<file path="config.mk">
export PLATFORM = sky130hd
export DESIGN_NAME = flash_command_host
export DESIGN_NICKNAME = d
export VERILOG_FILES = /design/src/flash_host_pkg.sv /design/src/flash_command_host.sv
export SDC_FILE = /design/constraint.sdc
export NUM_CORES = 1
export LEC_CHECK = 0
export ABC_CLOCK_PERIOD_IN_PS = 2700
export BUFFER_PORTS_ARGS = -buffer_cell sky130_fd_sc_hd__buf_2
export CORE_MARGIN = 5
export CORE_UTILIZATION = 40
export CTS_BUF_LIST = sky130_fd_sc_hd__clkbuf_4
export CTS_CLUSTER_SIZE = 20
export DETAILED_ROUTE_END_ITERATION = 8
export HOLD_SLACK_MARGIN = 0.02
export SLEW_MARGIN = 15
export SYNTH_ARGS = -nofsm -noshare
export SYNTH_HDL_FRONTEND = slang
export SYNTH_SLANG_ARGS = --single-unit
</file>
<file path="constraint.sdc">
create_clock -name mclk -period 2.7 [get_ports mclk]
set_clock_uncertainty 0.05 [all_clocks]
set_input_delay 0.405 -clock mclk [delete_from_list [all_inputs] [get_ports mclk]]
set_output_delay 0.405 -clock mclk [all_outputs]
set_load 0.02 [all_outputs]
</file>
<file path="src/flash_host_pkg.sv">
// Constants shared by the flash command host controller
package flash_host_pkg;
  localparam int unsigned CLK_MHZ          = 50;
  localparam logic [10:0] UNLOCK1_ADDR     = 11'h555;
  localparam logic [10:0] UNLOCK2_ADDR     = 11'h2AA;
  localparam logic [7:0]  UNLOCK1_DATA     = 8'hAA;
  localparam logic [7:0]  UNLOCK2_DATA     = 8'h55;
  localparam logic [7:0]  CMD_RESET        = 8'hF0;
  localparam logic [7:0]  CMD_PROGRAM      = 8'hA0;
  localparam logic [7:0]  CMD_ERASE        = 8'h80;
  localparam logic [7:0]  CMD_CHIP_ERASE   = 8'h10;
  localparam logic [7:0]  CMD_SECTOR_ERASE = 8'h30;
  localparam logic [7:0]  CMD_SUSPEND      = 8'hB0;
  localparam logic [7:0]  CMD_RESUME       = 8'h30;
  localparam logic [7:0]  CMD_IDENT        = 8'h90;
  localparam logic [7:0]  PROT_VERIFY_LOW  = 8'h02;
  localparam int unsigned SECT_LSB         = 12;
  localparam int unsigned WINDOW_US        = 50;
  localparam int unsigned STROBE_NS        = 100;
  localparam int unsigned STROBE_CYC       = (STROBE_NS * CLK_MHZ + 999) / 1000;
  localparam int unsigned WINDOW_CYC       = (WINDOW_US * CLK_MHZ);
  localparam int unsigned RESET_NS         = 500;
  localparam int unsigned RESET_CYC        = (RESET_NS * CLK_MHZ + 999) / 1000;
  localparam logic [2:0]  OP_PROGRAM       = 3'h0;
  localparam logic [2:0]  OP_CHIP_ERASE    = 3'h1;
  localparam logic [2:0]  OP_SECTOR_ERASE  = 3'h2;
  localparam logic [2:0]  OP_ADD_SECTOR    = 3'h3;
  localparam logic [2:0]  OP_SUSPEND       = 3'h4;
  localparam logic [2:0]  OP_RESUME        = 3'h5;
  localparam logic [2:0]  OP_IDENT         = 3'h6;
  localparam logic [2:0]  OP_READ_RESET    = 3'h7;
  localparam logic [1:0]  PH_SETUP         = 2'h0;
  localparam logic [1:0]  PH_STROBE        = 2'h1;
  localparam logic [1:0]  PH_HOLD          = 2'h2;
endpackage

</file>
<file path="src/flash_command_host.sv">
// Host controller that issues command sequences to a parallel boot-sector flash
`timescale 1ns/1ps
// Rules from the document
// RL1 - Command data only in low byte
// RL2 - Command addresses on low eleven bits
// RL3 - Sixth erase cycle carries sector number
// RL4 - Protect verify: read with sector upper bits
// RL5 - Suspend only during sector erase; host only checks that it is not already suspended
// RL6 - Resume only while suspended
// RL7 - Read/reset only in ID or timeout; host issues it whenever idle and device ready
// RL8 - Read/reset aborts erase before start
// RL9 - Read/reset aborts program before start
// RL10 - Read/reset aborts or exits ID mode
// RL11 - Program: two unlocks, setup, data
// RL12 - Commands ignored while algorithm runs
// RL13 - Hardware reset aborts; reissue afterwards
// RL14 - Program cannot set zero to one
// RL15 - Chip erase six-cycle sequence
// RL16 - Only selected unprotected sectors erased
// RL17 - Extra sectors spaced under window
// RL18 - Extra sector cycles issued without pause
// RL19 - Extra sector by six or three cycles; host sends three or one
// RL20 - All-protected erase returns after 100 us
// RL21 - Window-expired status bit readable
// RL22 - Other command in window resets
// RL23 - Bad cycle returns to read mode
// RL24 - Advance only on completed write edge
module flash_command_host
  import flash_host_pkg::*;
(
  input  wire logic        mclk,
  input  wire logic        rst,
  input  wire logic        op_valid,
  input  wire logic [2:0]  op_code,
  input  wire logic [17:0] op_addr,
  input  wire logic [15:0] op_data,
  input  wire logic        op_short,
  output logic             op_ready,
  output logic             op_done,
  output logic             suspended,
  output logic [15:0]      rd_data,
  output logic [17:0]      fl_addr,
  output logic [15:0]      fl_dq_out,
  output logic             fl_dq_oe,
  input  wire logic [15:0] fl_dq_in,
  output logic             fl_ce_n,
  output logic             fl_we_n,
  output logic             fl_oe_n,
  output logic             fl_reset_n,
  input  wire logic        fl_ready
);
  import flash_host_pkg::*;
  typedef enum {S_RESET, S_IDLE, S_CYCLE, S_DONE} state_t;
  state_t      state_q;
  logic [2:0]  idx_q;
  logic [2:0]  last_q;
  logic [2:0]  op_q;
  logic [17:0] addr_q;
  logic [15:0] data_q;
  logic [1:0]  ph_q;
  logic [15:0] cnt_q;
  logic        susp_q;
  logic        ready_q;
  logic        done_q;
  logic [15:0] rdat_q;
  logic [17:0] fa_q;
  logic [15:0] fd_q;
  logic        oe_q;
  logic        ce_q;
  logic        we_q;
  logic        rd_q;
  logic        rst_n_q;
  //////////////////////////////////////////////////////////////////////////////
  // Sequence tables
  function automatic logic [2:0] seq_len(input logic [2:0] op, input logic sh);
    case (op)
      OP_PROGRAM:      seq_len = 3'd4;
      OP_CHIP_ERASE:   seq_len = 3'd6;
      OP_SECTOR_ERASE: seq_len = 3'd6;
      OP_ADD_SECTOR:   seq_len = sh ? 3'd3 : 3'd1;
      OP_IDENT:        seq_len = 3'd4;
      default:         seq_len = 3'd1;
    endcase
  endfunction
  wire [2:0]  idx_eff = (op_q == OP_ADD_SECTOR && last_q == 3'd3) ? idx_q + 3'd3 :
                        (op_q == OP_ADD_SECTOR) ? 3'd5 :
                        (op_q == OP_SUSPEND || op_q == OP_RESUME ||
                         op_q == OP_READ_RESET) ? 3'd7 : idx_q;
  // Second unlock pair belongs to the six-cycle erase forms and the three-cycle extra sector form
  wire        six_cyc = (op_q == OP_CHIP_ERASE || op_q == OP_SECTOR_ERASE ||
                         op_q == OP_ADD_SECTOR);
  wire        unl_a   = (idx_eff == 3'd0) || (six_cyc && idx_eff == 3'd3);
  wire        unl_b   = (idx_eff == 3'd1) || (six_cyc && idx_eff == 3'd4);
  // Command bytes sit in the low lane; upper lane driven zero [RL1]
  wire [7:0]  cmd_byte = (op_q == OP_PROGRAM)  ? CMD_PROGRAM :
                         (op_q == OP_IDENT)    ? CMD_IDENT : CMD_ERASE;
  wire [7:0]  last_byte = (op_q == OP_CHIP_ERASE) ? CMD_CHIP_ERASE : CMD_SECTOR_ERASE; // [RL15]
  wire [7:0]  one_byte  = (op_q == OP_SUSPEND) ? CMD_SUSPEND :
                          (op_q == OP_RESUME)  ? CMD_RESUME : CMD_RESET;
  wire [15:0] cyc_data = unl_a ? {8'h00, UNLOCK1_DATA} :
                         unl_b ? {8'h00, UNLOCK2_DATA} :
                         (idx_eff == 3'd2) ? {8'h00, cmd_byte} :
                         (idx_eff == 3'd7) ? {8'h00, one_byte} :
                         (op_q == OP_PROGRAM) ? data_q : {8'h00, last_byte}; // [RL11]
  // Sector number rides on upper bits in the final erase cycle [RL3] [RL19]
  wire [17:0] sect_addr = {addr_q[17:SECT_LSB], 12'h000};
  wire [17:0] cyc_addr = unl_a ? {7'h00, UNLOCK1_ADDR} :                    // [RL2]
                         unl_b ? {7'h00, UNLOCK2_ADDR} :
                         (idx_eff == 3'd2) ? {7'h00, UNLOCK1_ADDR} :
                         (idx_eff == 3'd7) ? 18'h00000 :
                         (op_q == OP_PROGRAM) ? addr_q :
                         (op_q == OP_IDENT) ? {addr_q[17:SECT_LSB], 4'h0, PROT_VERIFY_LOW} :
                         (op_q == OP_CHIP_ERASE) ? {7'h00, UNLOCK1_ADDR} : sect_addr;
  // Fourth ID cycle is a read of protection status [RL4]
  wire        is_read  = (op_q == OP_IDENT) && (idx_q == 3'd3);
  // Suspend only when not yet suspended; resume only when suspended [RL5] [RL6]
  wire        op_legal = (op_code == OP_RESUME) ? susp_q :
                         (op_code == OP_SUSPEND) ? !susp_q : 1'b1;
  // Device ignores commands while busy, so wait for ready except suspend [RL12]
  wire        can_go   = fl_ready || (op_code == OP_SUSPEND);
  wire        take     = (state_q == S_IDLE) && op_valid && op_legal && can_go;
  wire        ph_end   = (cnt_q == 16'(STROBE_CYC - 1));
  wire        cyc_end  = (ph_q == PH_HOLD) && ph_end;
  //////////////////////////////////////////////////////////////////////////////
  // Sequencer
  always_ff @(posedge mclk) begin
    if (rst) begin
      state_q <= S_RESET;
      cnt_q   <= 16'h0000;
      rst_n_q <= 1'b0;
      susp_q  <= 1'b0;
      ready_q <= 1'b0;
      done_q  <= 1'b0;
      idx_q   <= 3'd0;
      last_q  <= 3'd0;
      op_q    <= 3'd0;
      addr_q  <= 18'h00000;
      data_q  <= 16'h0000;
      ph_q    <= PH_SETUP;
      rdat_q  <= 16'h0000;
      fa_q    <= 18'h00000;
      fd_q    <= 16'h0000;
      oe_q    <= 1'b0;
      ce_q    <= 1'b1;
      we_q    <= 1'b1;
      rd_q    <= 1'b1;
    end else begin
      done_q <= 1'b0;
      case (state_q)
        S_RESET: begin
          // Pin reset pulse aborts any algorithm; user reissues afterwards [RL13]
          cnt_q <= cnt_q + 16'h0001;
          if (cnt_q == 16'(RESET_CYC)) begin
            rst_n_q <= 1'b1;
            susp_q  <= 1'b0;
            cnt_q   <= 16'h0000;
            state_q <= S_IDLE;
            ready_q <= 1'b1;
          end
        end
        S_IDLE: begin
          if (take) begin
            op_q    <= op_code;
            addr_q  <= op_addr;
            data_q  <= op_data;
            last_q  <= seq_len(op_code, op_short);
            idx_q   <= 3'd0;
            ph_q    <= PH_SETUP;
            cnt_q   <= 16'h0000;
            ready_q <= 1'b0;
            state_q <= S_CYCLE;
            if (op_code == OP_SUSPEND) susp_q <= 1'b1;
            if (op_code == OP_RESUME)  susp_q <= 1'b0;
            // Read/reset leaves ID mode back into suspend, so only resume, a chip erase or a pin reset clears
            if (op_code == OP_CHIP_ERASE) susp_q <= 1'b0;
          end
        end
        S_CYCLE: begin
          cnt_q <= ph_end ? 16'h0000 : cnt_q + 16'h0001;
          case (ph_q)
            PH_SETUP: begin
              fa_q <= cyc_addr;
              fd_q <= cyc_data;
              oe_q <= !is_read;
              ce_q <= 1'b0;
              if (ph_end) ph_q <= PH_STROBE;
            end
            PH_STROBE: begin
              we_q <= is_read;
              rd_q <= !is_read;
              if (ph_end) ph_q <= PH_HOLD;
            end
            PH_HOLD: begin
              // Rising write edge completes the cycle [RL24]
              we_q <= 1'b1;
              rd_q <= 1'b1;
              if (is_read && cnt_q == 16'h0000) rdat_q <= fl_dq_in;
              if (ph_end) ph_q <= PH_SETUP;
            end
            default: ph_q <= PH_SETUP;
          endcase
          if (cyc_end) begin
            ce_q <= 1'b1;
            oe_q <= 1'b0;
            // Cycles sent back to back, well under the window [RL17] [RL18]
            if (idx_q + 3'd1 == last_q) state_q <= S_DONE;
            else idx_q <= idx_q + 3'd1;
          end
        end
        S_DONE: begin
          done_q  <= 1'b1;
          ready_q <= 1'b1;
          state_q <= S_IDLE;
        end
        default: state_q <= S_RESET;
      endcase
    end
  end
  //////////////////////////////////////////////////////////////////////////////
  // Outputs
  assign op_ready   = ready_q;
  assign op_done    = done_q;
  assign suspended  = susp_q;
  assign rd_data    = rdat_q;
  assign fl_addr    = fa_q;
  assign fl_dq_out  = fd_q;
  assign fl_dq_oe   = oe_q;
  assign fl_ce_n    = ce_q;
  assign fl_we_n    = we_q;
  assign fl_oe_n    = rd_q;
  assign fl_reset_n = rst_n_q;
endmodule

</file>
# Word-level counts from Yosys, hierarchy flattened
# Index checks and enable logic that the tools add are counted.
# totals
regBits,151
in_bits,58
output_inout_bits,58
wordCells,163
# op_classes
n_addsub,3
n_eq_ne,38
muxes,59
reduce_logical,44
# op_table
op,count
2-to-1 mux 16 bit,8
2-to-1 mux 32 bit,4
one-hot mux 32 bit (4 select lines),1
2-to-1 mux 18 bit,7
equality test 32 x 2 -> 1 bit (second input constant),3
one-hot mux 16 bit (3 select lines),1
equality test 32 x 1 -> 1 bit (second input constant),1
logical NOT 32 bit,1
equality test 3 bit (second input constant),9
equality test 3 x 2 -> 1 bit (second input constant),8
2-to-1 mux 3 bit,6
adder 16 x 1 -> 16 bit (second input constant),1
equality test 16 x 3 -> 1 bit (second input constant),1
equality test 16 x 5 -> 1 bit (second input constant),1
logical NOT 16 bit,1
2-to-1 mux 8 bit,2
2-to-1 mux 1 bit,14
2-to-1 mux 6 bit,2
AND reduction 2 bit,6
AND reduction 4 bit,3
2-to-1 mux 2 bit,5
inequality test 2 bit (second input constant),5
equality test 3 x 1 -> 1 bit (second input constant),3
logical AND 1 bit,9
other kinds (23),42

# Logic depth before layout (Yosys ltp)
# depth
ltp_word,11
depth_mapped,11
ltp_nobuf,8

# Worst setup path before layout
# OpenSTA, ideal clock, no wires.
# synth_path
kind,reg-to-reg
from,register idx_q[0]
to,"register fa_q[0], in the netlist fl_addr[0]"
setup_time_ps,142
arrival_time_ps,2703
t_required_ps,2508
slack_ps,-195
path_stages_with_launch,12
n_path_buf,3
synth_period_minus_slack_ps,2895
path_cell_list,dfxtp_1 buf_2 clkbuf_1 inv_1 ha_1 and4bb_2 o32ai_4 o31ai_4 or2_1 buf_4 o211ai_1 a211oi_2
# synth_via
elab_chain_cells,8
word_cells_on_any_way,18
classes_between,add/sub (1); eq/ne (5); mux (7); reduce/logical (5)
# synth_lines
item,line_no,source
start: declaration,flash_command_host.sv:55,logic [2:0] idx_q;
start signal: assignment,flash_command_host.sv:207,else idx_q <= idx_q + 3'd1;
"parallel branches: the longest is 2 deep, another holds adder 3 x 2 -> 3 bit",n/a,
2-to-1 mux 3 bit (*),flash_command_host.sv:85,wire [2:0] idx_eff = (op_q == OP_ADD_SECTOR && last_q == 3'd3) ? idx_q + 3'd3 :
"equality test 3 bit, on equally long branches","flash_command_host.sv:110, flash_command_host.sv:93",
2-to-1 mux 18 bit / logical AND 1 bit (equally long branches),"flash_command_host.sv:110, flash_command_host.sv:93",
2-to-1 mux 18 bit / logical OR 1 bit (equally long branches),"flash_command_host.sv:109, flash_command_host.sv:93",
2-to-1 mux 18 bit,flash_command_host.sv:108,"unl_b ? {7'h00, UNLOCK2_ADDR} :"
2-to-1 mux 18 bit (*),flash_command_host.sv:107,"wire [17:0] cyc_addr = unl_a ? {7'h00, UNLOCK1_ADDR} :"
end signal: assignment,flash_command_host.sv:182,fa_q <= cyc_addr;
end: declaration,flash_command_host.sv:66,logic [17:0] fa_q;
# Every way passes the cells marked *.
# A chain may end at the register's enable or synchronous reset.

# Worst setup path in the final report
# layout_path
from,register idx_q[1]
to,"register fd_q[5], in the netlist fl_dq_out[5]"
# layout_via
elab_chain_cells,8
word_cells_on_any_way,18
classes_between,add/sub (1); eq/ne (5); mux (7); reduce/logical (5)
# layout_lines
item,line_no,source
"parallel branches: the longest is 2 deep, another holds adder 3 x 2 -> 3 bit",n/a,
2-to-1 mux 3 bit (*),flash_command_host.sv:85,
"equality test 3 bit, on equally long branches","flash_command_host.sv:103, flash_command_host.sv:93",
2-to-1 mux 16 bit / logical AND 1 bit (equally long branches),"flash_command_host.sv:103, flash_command_host.sv:93",
2-to-1 mux 16 bit / logical OR 1 bit (equally long branches),"flash_command_host.sv:102, flash_command_host.sv:93",
2-to-1 mux 16 bit,flash_command_host.sv:101,"unl_b ? {8'h00, UNLOCK2_DATA} :"
2-to-1 mux 16 bit (*),flash_command_host.sv:100,"wire [15:0] cyc_data = unl_a ? {8'h00, UNLOCK1_DATA} :"
end signal: assignment,flash_command_host.sv:183,fd_q <= cyc_data;
end: declaration,flash_command_host.sv:67,logic [15:0] fd_q;
# Marks and branches as above.

==> results_dict.tcl <==
set metrics [dict create \
    status "complete, no violations" \
    synth-async-reset-ratio_pct 0 \
    r2r-end "fl_dq_out[5]" \
    setup_viol 0 \
    ir_drop_mv 0.308 \
    yosysTopAreaCell "dfxtp_1" \
    cts.clk_slew.worst_paths_ps 120 \
    die_h_um 130 \
    synth_top_area_share_pct 42.0 \
    period_needed_ps 2450 \
    min_from "op_data[1]" \
    hold_end "data_q[1]" \
    synth-edff-count 0 \
    syn-num-nets 740 \
    power_leakage_uw 0.00283 \
    netlist_top_cells_area "dfxtp_1, nand2_1, a21oi_1" \
    vias 5322 \
    clockRootBuffer "clkbuf_4" \
    ys.flop_type "dfxtp_1" \
    grt_antenna_before_repair 0 \
    numCtsBuffers 17 \
    switching_share_pct 26.8 \
    fillers 1338 \
    fmax_mhz 408 \
    cp-end-kind "register" \
    n_antenna_cell 0 \
    io_pins 116 \
    synth_cell_type_count 82 \
    tightestPinTransition_ps 643 \
    grt_pass1_wl_um 25800 \
    cts_resized 0 \
    cts_tree "done" \
    die_x_um 130 \
    nets 893 \
    initialDrtViolationCount 306 \
    clock_path_buffers 2 \
    clkSinkCount 121 \
    ant_nets 0 \
    power_frac_comb_pct 5.3 \
    critical_path_required_ps 3070 \
    wl_per_cell_um 16.1 \
    core_um2 14000 \
    clk_latency_ps 550 \
    groute.usage.overall_pct 19.1 \
    ys_ff_latch 121 \
    synth.avg_cell_area_um2 8.65 \
    row_count 43 \
    hold_class "input pin to register" \
    drv_slew 0 \
    crit_path_start_kind "register" \
    dieArea_um2 16900 \
    initial_core_util_pct 41.2 \
    slew_headroom_pct 57.1 \
    cp_max_fo 9 \
    power_uw 3050 \
    synth_warnings 0 \
    ys_seq_area_share_pct 42.0 \
    syn-cell-area_um2 5770 \
    period_share_pct 90.8 \
    wirelength_um 16300 \
    pre_cts_slack_ps 270 \
    portBuffers 115 \
    vias_per_cell 5.25 \
    cts_max_level 4 \
    hold_depth 3 \
    setup.worst_path.class "register to register" \
    p_per_area_nw_per_um2 425 \
    drt_first_pass_iters 4 \
    whs_ps 60.4 \
    overflow 0 \
    hold_violations 0 \
    syn_inst 667 \
    switching_power_uw 817 \
    setup_tns_ps 0 \
    internal_power_uw 2230 \
    rsz0062_at_grt "no" \
    route.detailed.drc 0 \
    drive_gt1_share_pct 25.0 \
    grt_max_degree 53 \
    grt_pass1_vias 5223 \
    post-route-util_pct 51.3 \
    detailed_place_hpwl_um 11400 \
    gp_congestion 0.812 \
    worstPathArrival_ps 2820 \
    drv_cap 0 \
    clkPwrFrac_pct 35.8 \
    r2r_start "idx_q[1]" \
    p_seq_share_pct 58.9 \
    r2r_cells 8 \
    reg2reg_slack_ps 250 \
    finalWorstSetupSlack_ps 249 \
    syn_to_final_growth_pct 24.3 \
]
==> power groups by stage <==
stage | registers, uW | logic (uW) | clock network [uW]
global route | 1800 | 177 | 1210
finish | 1800 | 163 | 1090
detailed placement | 1840 | 115 | 0
floorplan | 1830 | 56.5 | 0
CTS | 1800 | 163 | 1130
global placement | 1840 | 114 | 0
==> cells in the mapped netlist, types with 3 or more instances <==
master    number
buf_4          4
o211ai_2       3
nor3_1         9
a211oi_2      10
o21ai_0       15
buf_2         12
o32ai_1        3
or3_1          3
o21bai_1       3
nor2b_1        4
nand2_1      132
clkbuf_1      22
nand2b_1       4
o22ai_1        3
a311oi_1       3
nand3_1       17
xnor2_1        5
a22o_1        16
dfxtp_1      121
a21oi_1       74
o211ai_1       4
ha_1          15
nor2_1        48
mux2i_1        3
and3_1        12
buf_6          3
nand3b_1       5
xor2_1        16
inv_1         16
nand4_1       14
==> flip-flops by register name, summed over array words and instances (netlist names), 16 cells and up <==
signal and flops:
addr_q 18, cnt_q 16, data_q 16, fl_addr 18, fl_dq_out 16, rd_data 16
==> worst max-delay path, cell delays in order, from the launching register on <==
cell and delay (ps):
dfxtp_1 350, inv_1 50, ha_1 320, and4bb_2 290, o32ai_4 430, o31ai_4 170, nor2_2 370, and2_4 240
nor4_4 50
==> area by class of cell <==
class	instances	area (um2)	share of cell area, %
Clock buffer	17	128	1.78
Clock inverter	15	103	1.43
Inverter	16	60.1	0.838
Multi-Input combinational cell	487	3070	42.9
Sequential cell	121	2420	33.8
Tap cell	180	225	3.14
Timing Repair Buffer	177	1160	16.2
==> metrics by stage <==
stage	instances	cell area, um2
after CTS	1013	7170
after global routing	1013	7170
final	1013	7170
after global placement	939	6520
after detailed placement	939	6520
after floorplan	667	5780
==> cells in the final DEF (no fill, tap or decap), drive strengths merged, types with 17 or more instances in the layout <==
| master | n |
|---|---|
| buf | 135 |
| nand2 | 132 |
| dfxtp | 121 |
| a21oi | 76 |
| nor2 | 50 |
| dlygate4sd3 | 42 |
| inv | 19 |
| nand3 | 17 |
| clkbuf | 17 |
==> metal layers <==
metal / part of all wire (%) / track usage, % / wire (um)
met3: 5.3 / 4.99 / 862
met2: 47 / 31.8 / 7650
met5: 0 / 0 / 0
met4: 1.7 / 6.23 / 270
met1: 46 / 24.0 / 7490
==> kinds of logic (layout without fill, tap and decap cells) <==
family | Yosys count | count (layout) | synth area share [%]
simple gates | 276 | 276 | 23.3
compound gates | 170 | 170 | 22.5
flops | 121 | 121 | 42.0
buf+inv | 59 | 225 | 4.75
xor+xnor | 21 | 21 | 3.19
fa+ha+maj | 16 | 16 | 3.45
mux | 4 | 4 | 0.781
==> worst max path at each step <==
stage / start / end / slack, ps / cells after the start
3_3_place_gp: idx_q[1] / fl_dq_out[5] / 320 / 8
4_1_cts: idx_q[1] / fl_dq_out[5] / 230 / 8
3_5_place_dp: idx_q[1] / fl_dq_out[5] / 270 / 8
5_1_grt: idx_q[0] / state_q[0] / 100 / 9
6_report: idx_q[1] / fl_dq_out[5] / 250 / 8
2_1_floorplan: idx_q[0] / fl_addr[0] / 1 / 11
==> timing repair <==
| action | 4_1_cts | 5_1_grt |
|---|---|---|
| setup buffers | 0 | 0 |
| hold buffers | 42 | 0 |
| endpoints found under the hold margin | 42 | 0 |
No activity file was read; power rests on OpenSTA's default activity.
